--- config.mk ---
export PLATFORM = sky130hd
export DESIGN_NAME = iopdm_port
export DESIGN_NICKNAME = d
export VERILOG_FILES = /design/src/verilog/iopdm_pin_drive.v /design/src/verilog/iopdm_port.v
export VERILOG_INCLUDE_DIRS = /design/src /design/src/verilog
export SDC_FILE = /design/constraint.sdc
export NUM_CORES = 1
export LEC_CHECK = 0
export BUFFER_PORTS_ARGS = -buffer_cell sky130_fd_sc_hd__buf_2
export CAP_MARGIN = 20
export CORE_UTILIZATION = 55
export DETAILED_ROUTE_END_ITERATION = 8
export MAX_ROUTING_LAYER = met4
export PLACE_DENSITY = 0.85
export SLEW_MARGIN = 10
export SYNTH_ARGS = -nofsm -noshare
export SYNTH_HDL_FRONTEND = slang
export SYNTH_SLANG_ARGS = --single-unit
export TNS_END_PERCENT = 20
--- constraint.sdc ---
create_clock -name clk -period 2 [get_ports clk]
set_input_delay 0.2 -clock clk [delete_from_list [all_inputs] [get_ports clk]]
set_output_delay 0.2 -clock clk [all_outputs]
set_load 0.02 [all_outputs]
--- src/verilog/iopdm_consts.vh ---
// constants for the pin drive mode controller: offsets, fields, reset values
`ifndef IOPDM_CONSTS_VH
`define IOPDM_CONSTS_VH
// avalon word byte addresses
`define IOPDM_OFS_OUT      8'h00
`define IOPDM_OFS_BYP      8'h04
`define IOPDM_OFS_DM0      8'h08
`define IOPDM_OFS_DM1      8'h0C
`define IOPDM_OFS_DM2      8'h10
`define IOPDM_OFS_RSTCFG   8'h14
`define IOPDM_OFS_CTRL     8'h18
`define IOPDM_OFS_PIN      8'h1C
`define IOPDM_OFS_INTEN    8'h20
`define IOPDM_OFS_INTST    8'h24
// drive mode codes
`define IOPDM_DM_HIZ_ANA   3'h0
`define IOPDM_DM_HIZ_DIG   3'h1
`define IOPDM_DM_RES_UP    3'h2
`define IOPDM_DM_RES_DN    3'h3
`define IOPDM_DM_OD_LOW    3'h4
`define IOPDM_DM_OD_HIGH   3'h5
`define IOPDM_DM_STRONG    3'h6
`define IOPDM_DM_RES_BOTH  3'h7
// reset configuration field codes
`define IOPDM_RC_HIZ       2'h0
`define IOPDM_RC_PULLDN    2'h1
`define IOPDM_RC_PULLUP    2'h2
// control register bit positions
`define IOPDM_CTRL_LP_BIT  0
`define IOPDM_CTRL_NVLD_BIT 1
`endif

--- src/verilog/iopdm_pin_drive.v ---
// one pin: decodes drive mode code and data into pad drive controls
`timescale 1ns/1ps
`include "iopdm_consts.vh"
module iopdm_pin_drive (
    input wire [2:0] mode,   // drive_mode_field
    input wire data,         // selected output value
    output reg strong_hi,    // strong drive high enable
    output reg strong_lo,    // strong drive low enable
    output reg res_hi,       // resistive pull-up enable
    output reg res_lo,       // resistive pull-down enable
    output reg dig_in_en     // digital input buffer enable
);
    // eight behaviours, one per code
    always @* begin
        strong_hi = 1'b0;
        strong_lo = 1'b0;
        res_hi = 1'b0;
        res_lo = 1'b0;
        dig_in_en = 1'b1;
        case (mode)
            `IOPDM_DM_HIZ_ANA: begin
                dig_in_en = 1'b0;
            end
            `IOPDM_DM_HIZ_DIG: begin
                dig_in_en = 1'b1;
            end
            `IOPDM_DM_RES_UP: begin
                res_hi = data;
                strong_lo = ~data;
            end
            `IOPDM_DM_RES_DN: begin
                strong_hi = data;
                res_lo = ~data;
            end
            `IOPDM_DM_OD_LOW: begin
                strong_lo = ~data;
            end
            `IOPDM_DM_OD_HIGH: begin
                strong_hi = data;
            end
            `IOPDM_DM_STRONG: begin
                strong_hi = data;
                strong_lo = ~data;
            end
            default: begin
                res_hi = data;
                res_lo = ~data;
            end
        endcase
    end
endmodule

--- src/verilog/iopdm_port.v ---
// one gpio port: per-pin drive modes, reset configuration, retention, wake
//
// The placing of the registers and the Avalon-MM slave port were decided locally.
`timescale 1ns/1ps
`include "iopdm_consts.vh"
module iopdm_port #(
    parameter WIDTH = 8 // pins in the port
) (
    input wire clk,                       // 100 MHz system clock
    input wire rstn,                      // synchronous reset, active low
    input wire [7:0] avs_address,         // byte address
    input wire avs_read,                  // read strobe
    input wire avs_write,                 // write strobe
    input wire [31:0] avs_writedata,      // write data
    input wire [3:0] avs_byteenable,      // byte lanes
    output reg [31:0] avs_readdata,       // read data
    output reg avs_waitrequest,           // stall
    input wire [1:0] nv_reset_cfg,        // nonvolatile reset config value
    input wire [WIDTH-1:0] routed_in,     // internally routed signals
    input wire [WIDTH-1:0] pin_in,        // pad input levels
    output reg [WIDTH-1:0] pad_strong_hi, // strong high enables
    output reg [WIDTH-1:0] pad_strong_lo, // strong low enables
    output reg [WIDTH-1:0] pad_res_hi,    // resistive pull-up enables
    output reg [WIDTH-1:0] pad_res_lo,    // resistive pull-down enables
    output reg [WIDTH-1:0] pad_dig_in_en, // digital input buffer enables
    output reg wake                       // pin interrupt wake, level
);
    reg [WIDTH-1:0] port_output_value;
    reg [WIDTH-1:0] bypass_sel;
    reg [WIDTH-1:0] port_drive_mode_bits [0:2];
    reg [1:0] port_reset_cfg;
    reg low_power;
    reg nv_loaded;
    reg in_reset_d;
    reg [WIDTH-1:0] int_en;
    reg [WIDTH-1:0] int_status;
    reg [WIDTH-1:0] pin_prev;
    reg bus_done;
    wire [WIDTH-1:0] drive_data;
    wire [WIDTH-1:0] dec_shi;
    wire [WIDTH-1:0] dec_slo;
    wire [WIDTH-1:0] dec_rhi;
    wire [WIDTH-1:0] dec_rlo;
    wire [WIDTH-1:0] dec_din;
    wire [WIDTH-1:0] pin_edge;
    wire bus_req;
    wire wr_now;
    wire rd_now;
    wire [WIDTH-1:0] wmask;
    wire [WIDTH-1:0] wdat;

    // apply byte enables to a narrow register write
    function [WIDTH-1:0] merge;
        input [WIDTH-1:0] old_val;
        input [WIDTH-1:0] new_val;
        input [WIDTH-1:0] m;
        begin
            merge = (old_val & ~m) | (new_val & m);
        end
    endfunction

    // bypass picks the routed signal per pin
    assign drive_data = (port_output_value & ~bypass_sel) | (routed_in & bypass_sel);

    genvar i;
    generate
        for (i = 0; i < WIDTH; i = i + 1) begin : g_pin
            iopdm_pin_drive u_drive (
                .mode({port_drive_mode_bits[2][i], port_drive_mode_bits[1][i],
                       port_drive_mode_bits[0][i]}),
                .data(drive_data[i]),
                .strong_hi(dec_shi[i]),
                .strong_lo(dec_slo[i]),
                .res_hi(dec_rhi[i]),
                .res_lo(dec_rlo[i]),
                .dig_in_en(dec_din[i])
            );
            assign wmask[i] = avs_byteenable[i / 8];
        end
    endgenerate

    // one wait state: every access answers on its second edge
    assign bus_req = avs_read | avs_write;
    assign wr_now = avs_write & ~avs_waitrequest;
    assign rd_now = avs_read & ~avs_waitrequest;
    assign wdat = avs_writedata[WIDTH-1:0];

    always @(posedge clk) begin
        if (!rstn) begin
            avs_waitrequest <= 1'b1;
            bus_done <= 1'b0;
        end else begin
            avs_waitrequest <= ~(bus_req & ~bus_done);
            bus_done <= bus_req & ~bus_done;
        end
    end

    // register writes; reset returns every mode to analog high-z
    always @(posedge clk) begin
        if (!rstn) begin
            port_output_value <= {WIDTH{1'b0}};
            bypass_sel <= {WIDTH{1'b0}};
            port_drive_mode_bits[0] <= {WIDTH{1'b0}};
            port_drive_mode_bits[1] <= {WIDTH{1'b0}};
            port_drive_mode_bits[2] <= {WIDTH{1'b0}};
            low_power <= 1'b0;
            int_en <= {WIDTH{1'b0}};
        end else begin
            if (wake) begin
                low_power <= 1'b0; // wake returns to active
            end
            if (wr_now) begin
                if (avs_address == `IOPDM_OFS_OUT) begin
                    port_output_value <= merge(port_output_value, wdat, wmask);
                end else if (avs_address == `IOPDM_OFS_BYP) begin
                    bypass_sel <= merge(bypass_sel, wdat, wmask);
                end else if (avs_address == `IOPDM_OFS_DM0) begin
                    port_drive_mode_bits[0] <= merge(port_drive_mode_bits[0], wdat, wmask);
                end else if (avs_address == `IOPDM_OFS_DM1) begin
                    port_drive_mode_bits[1] <= merge(port_drive_mode_bits[1], wdat, wmask);
                end else if (avs_address == `IOPDM_OFS_DM2) begin
                    port_drive_mode_bits[2] <= merge(port_drive_mode_bits[2], wdat, wmask);
                end else if (avs_address == `IOPDM_OFS_CTRL && avs_byteenable[0]) begin
                    low_power <= avs_writedata[`IOPDM_CTRL_LP_BIT];
                end else if (avs_address == `IOPDM_OFS_INTEN) begin
                    int_en <= merge(int_en, wdat, wmask);
                end
            end
        end
    end

    // copy stored reset config one edge after release, no firmware needed
    always @(posedge clk) begin
        if (!rstn) begin
            in_reset_d <= 1'b1;
            nv_loaded <= 1'b0;
            port_reset_cfg <= `IOPDM_RC_HIZ;
        end else begin
            in_reset_d <= 1'b0;
            if (in_reset_d) begin
                port_reset_cfg <= nv_reset_cfg;
                nv_loaded <= 1'b1;
            end else if (wr_now && avs_address == `IOPDM_OFS_RSTCFG && avs_byteenable[0]) begin
                port_reset_cfg <= avs_writedata[1:0];
            end
        end
    end

    // pin change detection runs regardless of low_power
    assign pin_edge = (pin_in ^ pin_prev) & int_en;
    always @(posedge clk) begin
        if (!rstn) begin
            pin_prev <= {WIDTH{1'b0}};
            int_status <= {WIDTH{1'b0}};
            wake <= 1'b0;
        end else begin
            pin_prev <= pin_in;
            // set wins over a clear in the same cycle
            if (wr_now && avs_address == `IOPDM_OFS_INTST) begin
                int_status <= (int_status & ~(wdat & wmask)) | pin_edge;
            end else begin
                int_status <= int_status | pin_edge;
            end
            wake <= low_power & (|pin_edge);
        end
    end

    // pad drivers: reset high-z, retained in low power, reset pulls on
    // each pin still in analog high-z, else decoded modes
    always @(posedge clk) begin
        if (!rstn) begin
            pad_strong_hi <= {WIDTH{1'b0}};
            pad_strong_lo <= {WIDTH{1'b0}};
            pad_res_hi <= {WIDTH{1'b0}};
            pad_res_lo <= {WIDTH{1'b0}};
            pad_dig_in_en <= {WIDTH{1'b0}};
        end else if (low_power) begin
            pad_strong_hi <= pad_strong_hi;
            pad_strong_lo <= pad_strong_lo;
            pad_res_hi <= pad_res_hi;
            pad_res_lo <= pad_res_lo;
            pad_dig_in_en <= pad_dig_in_en;
        end else begin
            pad_strong_hi <= dec_shi;
            pad_strong_lo <= dec_slo;
            // reset pull applies to pins still in code 000
            // only code 000 clears the input buffer, so it marks the pins that get the pull
            pad_res_hi <= dec_rhi |
                (~dec_din & {WIDTH{port_reset_cfg == `IOPDM_RC_PULLUP}});
            pad_res_lo <= dec_rlo |
                (~dec_din & {WIDTH{port_reset_cfg == `IOPDM_RC_PULLDN}});
            pad_dig_in_en <= dec_din;
        end
    end

    // read mux
    always @(posedge clk) begin
        if (!rstn) begin
            avs_readdata <= 32'h00000000;
        end else if (bus_req && avs_waitrequest) begin
            avs_readdata <= 32'h00000000;
            if (avs_address == `IOPDM_OFS_OUT) begin
                avs_readdata[WIDTH-1:0] <= port_output_value;
            end else if (avs_address == `IOPDM_OFS_BYP) begin
                avs_readdata[WIDTH-1:0] <= bypass_sel;
            end else if (avs_address == `IOPDM_OFS_DM0) begin
                avs_readdata[WIDTH-1:0] <= port_drive_mode_bits[0];
            end else if (avs_address == `IOPDM_OFS_DM1) begin
                avs_readdata[WIDTH-1:0] <= port_drive_mode_bits[1];
            end else if (avs_address == `IOPDM_OFS_DM2) begin
                avs_readdata[WIDTH-1:0] <= port_drive_mode_bits[2];
            end else if (avs_address == `IOPDM_OFS_RSTCFG) begin
                avs_readdata[1:0] <= port_reset_cfg;
            end else if (avs_address == `IOPDM_OFS_CTRL) begin
                avs_readdata[`IOPDM_CTRL_LP_BIT] <= low_power;
                avs_readdata[`IOPDM_CTRL_NVLD_BIT] <= nv_loaded;
            end else if (avs_address == `IOPDM_OFS_PIN) begin
                avs_readdata[WIDTH-1:0] <= pin_in;
            end else if (avs_address == `IOPDM_OFS_INTEN) begin
                avs_readdata[WIDTH-1:0] <= int_en;
            end else if (avs_address == `IOPDM_OFS_INTST) begin
                avs_readdata[WIDTH-1:0] <= int_status;
            end
        end
    end
endmodule

==> results.toml, run 1 <==
[status]
outcome = "completed"

[setup_path]
cp-end-kind = "flop"
r2r-start = "avs_waitrequest"
reg2regPathDepth = 5
rrSetupSlack_ns = 0.16
required_ns = 2.40
crit_path_max_incr_delay_ns = 0.43
crit_fanout = 7
cp.arrival_ns = 2.24
worst_setup_path_start_kind = "flop"
cpMaxStageDelayCell = "and3b_1"
critPathKind = "reg2reg"
cp_cell_sequence = "and3b_1 -> and4_1 -> mux2_2 -> mux2i_1 -> nor2_1"
r2r_end = "port_reset_cfg[0]"

[detailed_routing]
drtIter0Drc = 499
drcViolationCount = 0
drtAntennaViolNets = 0
wl_per_cell_um = 19.11
finalWirelength_mm = 19.19
vias = 6056
viasPerCell = 6.032
drtPass1Iterations = 7

[timing]
max_freq_ghz = 0.5442
fin_crit_sh_pct = 91.87
max_slew_margin_pct = 63.67
hold_violations = 0
fin_crit_ns = 1.837
fin_setup_tns_ns = 0
skew_ns = 0.006696
grt_setup_unrepaired = "no"
setup_viol = 0
drv_slew = 0
tightest_slew_ns = 0.5450

[placement]
io_buffers = 88
dp.cells = 955
hpwl_mm = 13.81
gp_congestion = 0.9721

[cts]
htree_num_levels = 4
post_cts_buffers = 0
cts_buffers = 17
cts_buffer_depth = 2
cts_sinks = 120
clk_latency_ns = 0.52
cts-root-buf = "clkbuf_8"
cts_tree = "built"
ctsHoldBuffers = 17
clk_pin_slew_ns = 0.06
post_cts_resized = 0

[logic_synthesis]
yosysWarningCount = 0
synth_area_per_cell_um2 = 8.462
synth_top_flop_cell = "dfxtp_1"
synth-edff-count = 24
syn-cell-area_mm2 = 0.006177
ys_seq_elements = 120
yosysUniqueCellTypes = 58
synth_top_area_share_pct = 31.11
async_flop_share_pct = 0
synth.largest_area_cell = "dfxtp_1"
synth_area_leaders = "dfxtp_1 31%, edfxtp_1 12%, a21oi_1 6.3%"
synth_cells = 730
synth-seq-area-share_pct = 42.78

[grt]
grt_pass1_vias = 5801
grt_antenna_before_repair = 0
grt_max_degree = 42
grt_pass1_wl_mm = 30.56
gr-usage-all-layers_pct = 35.80
grt.overflow.total = 0

[die]
top_level_ports = 140
fp.dieW_um = 108.0
die_h_um = 108.0
start_util_pct = 56.73
rows = 38
coreArea_mm2 = 0.01089
dieArea_mm2 = 0.01166

[power_and_ir_drop]
p_clk_share_pct = 48.6
peakVddDrop_mv = 0.5947
p_per_area_mw_per_mm2 = 811.4
total_power_uw = 6217
p_comb_share_pct = 9.5
p_leak_uw = 0.003182
p_sw_share_pct = 24.97
intPower_uw = 4665
power.share.sequential_pct = 41.9
p_switching_uw = 1553

[hold_path]
hp-start = "avs_read"
whs_endpoint = "bus_done"
hold_depth = 3
holdCritPathClass = "in2reg"

[cells_and_area]
final_nets = 917
syn2layout_area_growth_pct = 24.04
drive_above_1_share_pct = 22.92
utilization_pct = 70.37
n_antenna_cell = 0
fillers = 858
final_cells = 1004

[run]
maxCapViolCount = 0
[cells by family (layout without fill, tap and decap cells)]
group,after synthesis,in the layout,synth area share (%)
compound gates,167,167,16.77
xor+xnor,16,16,2.269
buf+inv,86,197,6.948
flops,120,120,42.78
mux,39,39,6.826
other cells,1,24,0.06071
simple gates,301,301,24.35
[stage by stage]
step	hold slack, ns	instance area [um2]	worst slack (ns)
4_1_cts	0.005328	7662	0.2027
2_1_floorplan	0.3217	6264	0.1680
3_5_place_dp	0.4146	6903	0.1153
5_1_grt	0.02436	7662	0.1414
6_report	0.02405	7662	0.1626
3_3_place_gp	0.3953	6903	0.1734
[routing by layer]
metal | wire (um) | track usage [%] | vias to the layer above
met3 | 1455 | 7.776 | 59
li1 | - | - | 2806
met4 | 668 | 17.61 | 0
met2 | 9219 | 56.64 | 311
met5 | 0 | - | -
met1 | 7848 | 43.14 | 2880
[power groups by stage]
stage	Sequential [uW]	Clock [uW]	Combinational [uW]
2_1_floorplan	2650	0	352
3_3_place_gp	2640	0	537
3_5_place_dp	2650	0	551
4_1_cts	2600	3040	581
5_1_grt	2610	3160	635
6_report	2600	3020	592
[final cells by class]
cell class / count / area [um2] / area share (%)
Inverter: 6 / 22.52 / 0.2939
Multi-Input combinational cell: 547 / 3192 / 41.66
Tap cell: 140 / 175.2 / 2.286
Timing Repair Buffer: 159 / 1041 / 13.59
Clock inverter: 10 / 115.1 / 1.502
Clock buffer: 22 / 474.2 / 6.189
Sequential cell: 120 / 2643 / 34.49
[how the worst max path moves through the flow]
stage                          from                           to  cells after the start
floorplan            avs_address[2]  port_drive_mode_bits[0][10]                      5
CTS                 avs_waitrequest            port_reset_cfg[0]                      5
finish              avs_waitrequest            port_reset_cfg[0]                      5
detailed placement   avs_address[5]            port_reset_cfg[1]                      7
global placement     avs_address[5]            port_reset_cfg[1]                      7
global route        avs_waitrequest            port_reset_cfg[0]                      5
[cell usage in the layout, fill, tap and decap left out, drive strengths merged, types with 3 or more instances in the layout]
cell	n
nand4	14
mux2i	23
nor4	15
a311oi	8
nand2	98
and3	3
a32oi	6
nor3	19
a2bb2oi	3
and2	15
a21oi	78
o31ai	3
o211ai	8
dlygate4sd3	17
nor2	76
nand3	16
buf	142
or3	4
a31oi	3
mux2	15
clkinv	6
o22ai	5
edfxtp	24
a211oi	9
clkbuf	22
conb	24
nor4b	3
nand2b	28
xor2	16
nor2b	3
a22oi	5
o21ai	22
dfxtp	96
inv	8
a221oi	6
and3b	3
[Yosys cell counts (all sizes together) (19+ instances only)]
master  count
a21oi      78
edfxtp     24
buf        41
nor2       76
clkbuf     39
mux2i      23
o21ai      22
nand2      98
dfxtp      96
nor3       19
nand2b     28
[critical path, delay by kind of cell (launching register included)]
kind	cells	cell delay, ns
muxes	2	0.53
DFF	1	0.34
and+or+nand+nor	3	0.84
Note: power is estimated with default switching activity, not from simulation.
==> run 2: changes to the inputs <==
--- a/config.mk
+++ b/config.mk
@@ -11,4 +11,5 @@
 export CORE_UTILIZATION = 55
 export DETAILED_ROUTE_END_ITERATION = 8
+export GPL_TIMING_DRIVEN = 0
 export MAX_ROUTING_LAYER = met4
 export PLACE_DENSITY = 0.85
==> constraint.sdc (replaced) <==
create_clock -name clk -period 2 [get_ports clk]
set_input_delay 0.2 -clock clk [delete_from_list [all_inputs] [get_ports clk]]
set_output_delay 0.2 -clock clk [all_outputs]
set_load 0.01 [all_outputs]
==> results.toml, run 2 (synthesized netlist as in run 1, its figures left out) <==
[placement]
dp.cells = 981
gp_congestion = 1.001
dp_slack_ns = -0.3977
hpwl_mm = 15.00
io_buffers = 86

[cts]
cts_buffer_depth = 2
cts-root-buf = "clkbuf_8"
cts_sinks = 120
clk_pin_slew_ns = 0.06
post_cts_buffers = 0
cts_buffers = 17
clk_latency_ns = 0.54
htree_num_levels = 4
cts_tree = "built"

[setup_path]
crit_path_max_incr_delay_ns = 0.47
cpMaxStageDelayCell = "clkbuf_1"
required_ns = 2.40
critPathKind = "in2reg"
startpoint = "avs_address[2]"
cp-end-kind = "flop"
crit_fanout = 10
cp_cell_sequence = "buf_2 -> clkbuf_1 -> buf_2 -> mux2i_1 -> nand2_1 -> a221oi_1 -> o22ai_1"
worst_setup_path_start_kind = "primary input"
path_delay_family = "buffers and inverters"
cp.arrival_ns = 2.37
crit_top_cell = "buf_2"
r2r-start = "avs_waitrequest"
worst-path-buf-inv = 3

[grt]
grt_pass1_wl_mm = 32.35
grt_antenna_before_repair = 0
gr-usage-all-layers_pct = 39.22
grt_max_degree = 17
grt.overflow.total = 0
grt_pass1_vias = 5852

[run]
maxCapViolCount = 0

[power_and_ir_drop]
total_power_uw = 5981
p_leak_uw = 0.003111
peakVddDrop_mv = 0.5859
p_per_area_mw_per_mm2 = 787.8

[timing]
grt_setup_unrepaired = "no"
skew_ns = 0.007493
fin_setup_tns_ns = 0
tightest_slew_ns = 0.9804
drv_slew = 0
setup_viol = 0
fin_ws_ns = 0.02418
fin_crit_sh_pct = 98.79
max_slew_margin_pct = 34.20
hold_violations = 0
max_freq_ghz = 0.5061
fin_crit_ns = 1.976

[detailed_routing]
drtPass1Iterations = 6
drcViolationCount = 0
drtAntennaViolNets = 0
vias = 6430
drtIter0Drc = 1028
wl_per_cell_um = 20.64
finalWirelength_mm = 21.28
viasPerCell = 6.237

[cells_and_area]
final_cells = 1031
final_nets = 945
final_common_cell = "nand2_1"
fillers = 879
n_antenna_cell = 0
syn2layout_area_growth_pct = 22.91
layout_common_cells = "98 x nand2_1, 97 x buf_2, 96 x dfxtp_1, 78 x a21oi_1, 76 x nor2_1"
drive_above_1_share_pct = 19.64

[die]
dieArea_mm2 = 0.01166
coreArea_mm2 = 0.01089
start_util_pct = 56.73
fp.dieW_um = 108.0
die_h_um = 108.0
rows = 38
top_level_ports = 140

[hold_path]
holdCritPathClass = "in2reg"
hp-start = "avs_writedata[0]"

[status]
outcome = "completed"
==> run 2: worst reg2reg max path, cell delays in order (launching register included) <==
cell	delay [ns]
dfxtp_1	0.35
nor2b_1	0.43
nand2_1	0.15
o21ai_1	0.41
buf_2	0.29
==> run 2: report_power, final <==
part	total [uW]	leakage, uW	internal, uW	switching (uW)
sequential	2580	0.00103	2530	47.7
clock	2780	0.000259	1660	1120
combinational	622	0.00182	230	392
==> run 2: repair_timing <==
action | 4_1_cts | 5_1_grt
hold buffers | 19 | 0
hold endpoints to repair | 29 | 0
gates resized for setup | 1 | 1
endpoints found under the setup margin | 5 | 5
==> run 2: routing by layer <==
| metal | up-vias | routed length, um | track usage, % |
|---|---|---|---|
| met4 | 0 | 1049 | 22.11 |
| met1 | 2990 | 8002 | 50.00 |
| met3 | 90 | 2586 | 8.017 |
| met2 | 502 | 9644 | 57.92 |
| met5 | - | 0 | - |
| li1 | 2848 | - | - |
==> run 2: worst paths after layout <==
path,end,slack [ns],cells after the start
worst min register to register,bus_done,0.43,1
worst min-delay path,flop,0.02,3
worst max-delay path,avs_readdata[6],0.02,7
worst max register to register,port_drive_mode_bits[0][8],0.06,4
==> run 2: per-stage QoR <==
stage	utilization [%]	hold WS [ns]	cell area [um2]
finish	69.73	0.02092	7592
global route	69.73	0.01518	7592
CTS	69.73	0.01063	7592
detailed placement	63.20	0.3961	6882
global placement	63.09	0.3937	6869
floorplan	-	0.3217	6264
==> run 2: layout make-up <==
type	count	area (um2)	area share (%)
multi-input cells	547	3192	42.04
flip-flops and latches	120	2643	34.81
repair buffers	107	633.1	8.339
clock buffers	22	442.9	5.834
plain buffers	80	406.6	5.356
well taps	140	175.2	2.307
clock inverters	9	77.57	1.022
inverters	6	22.52	0.2966
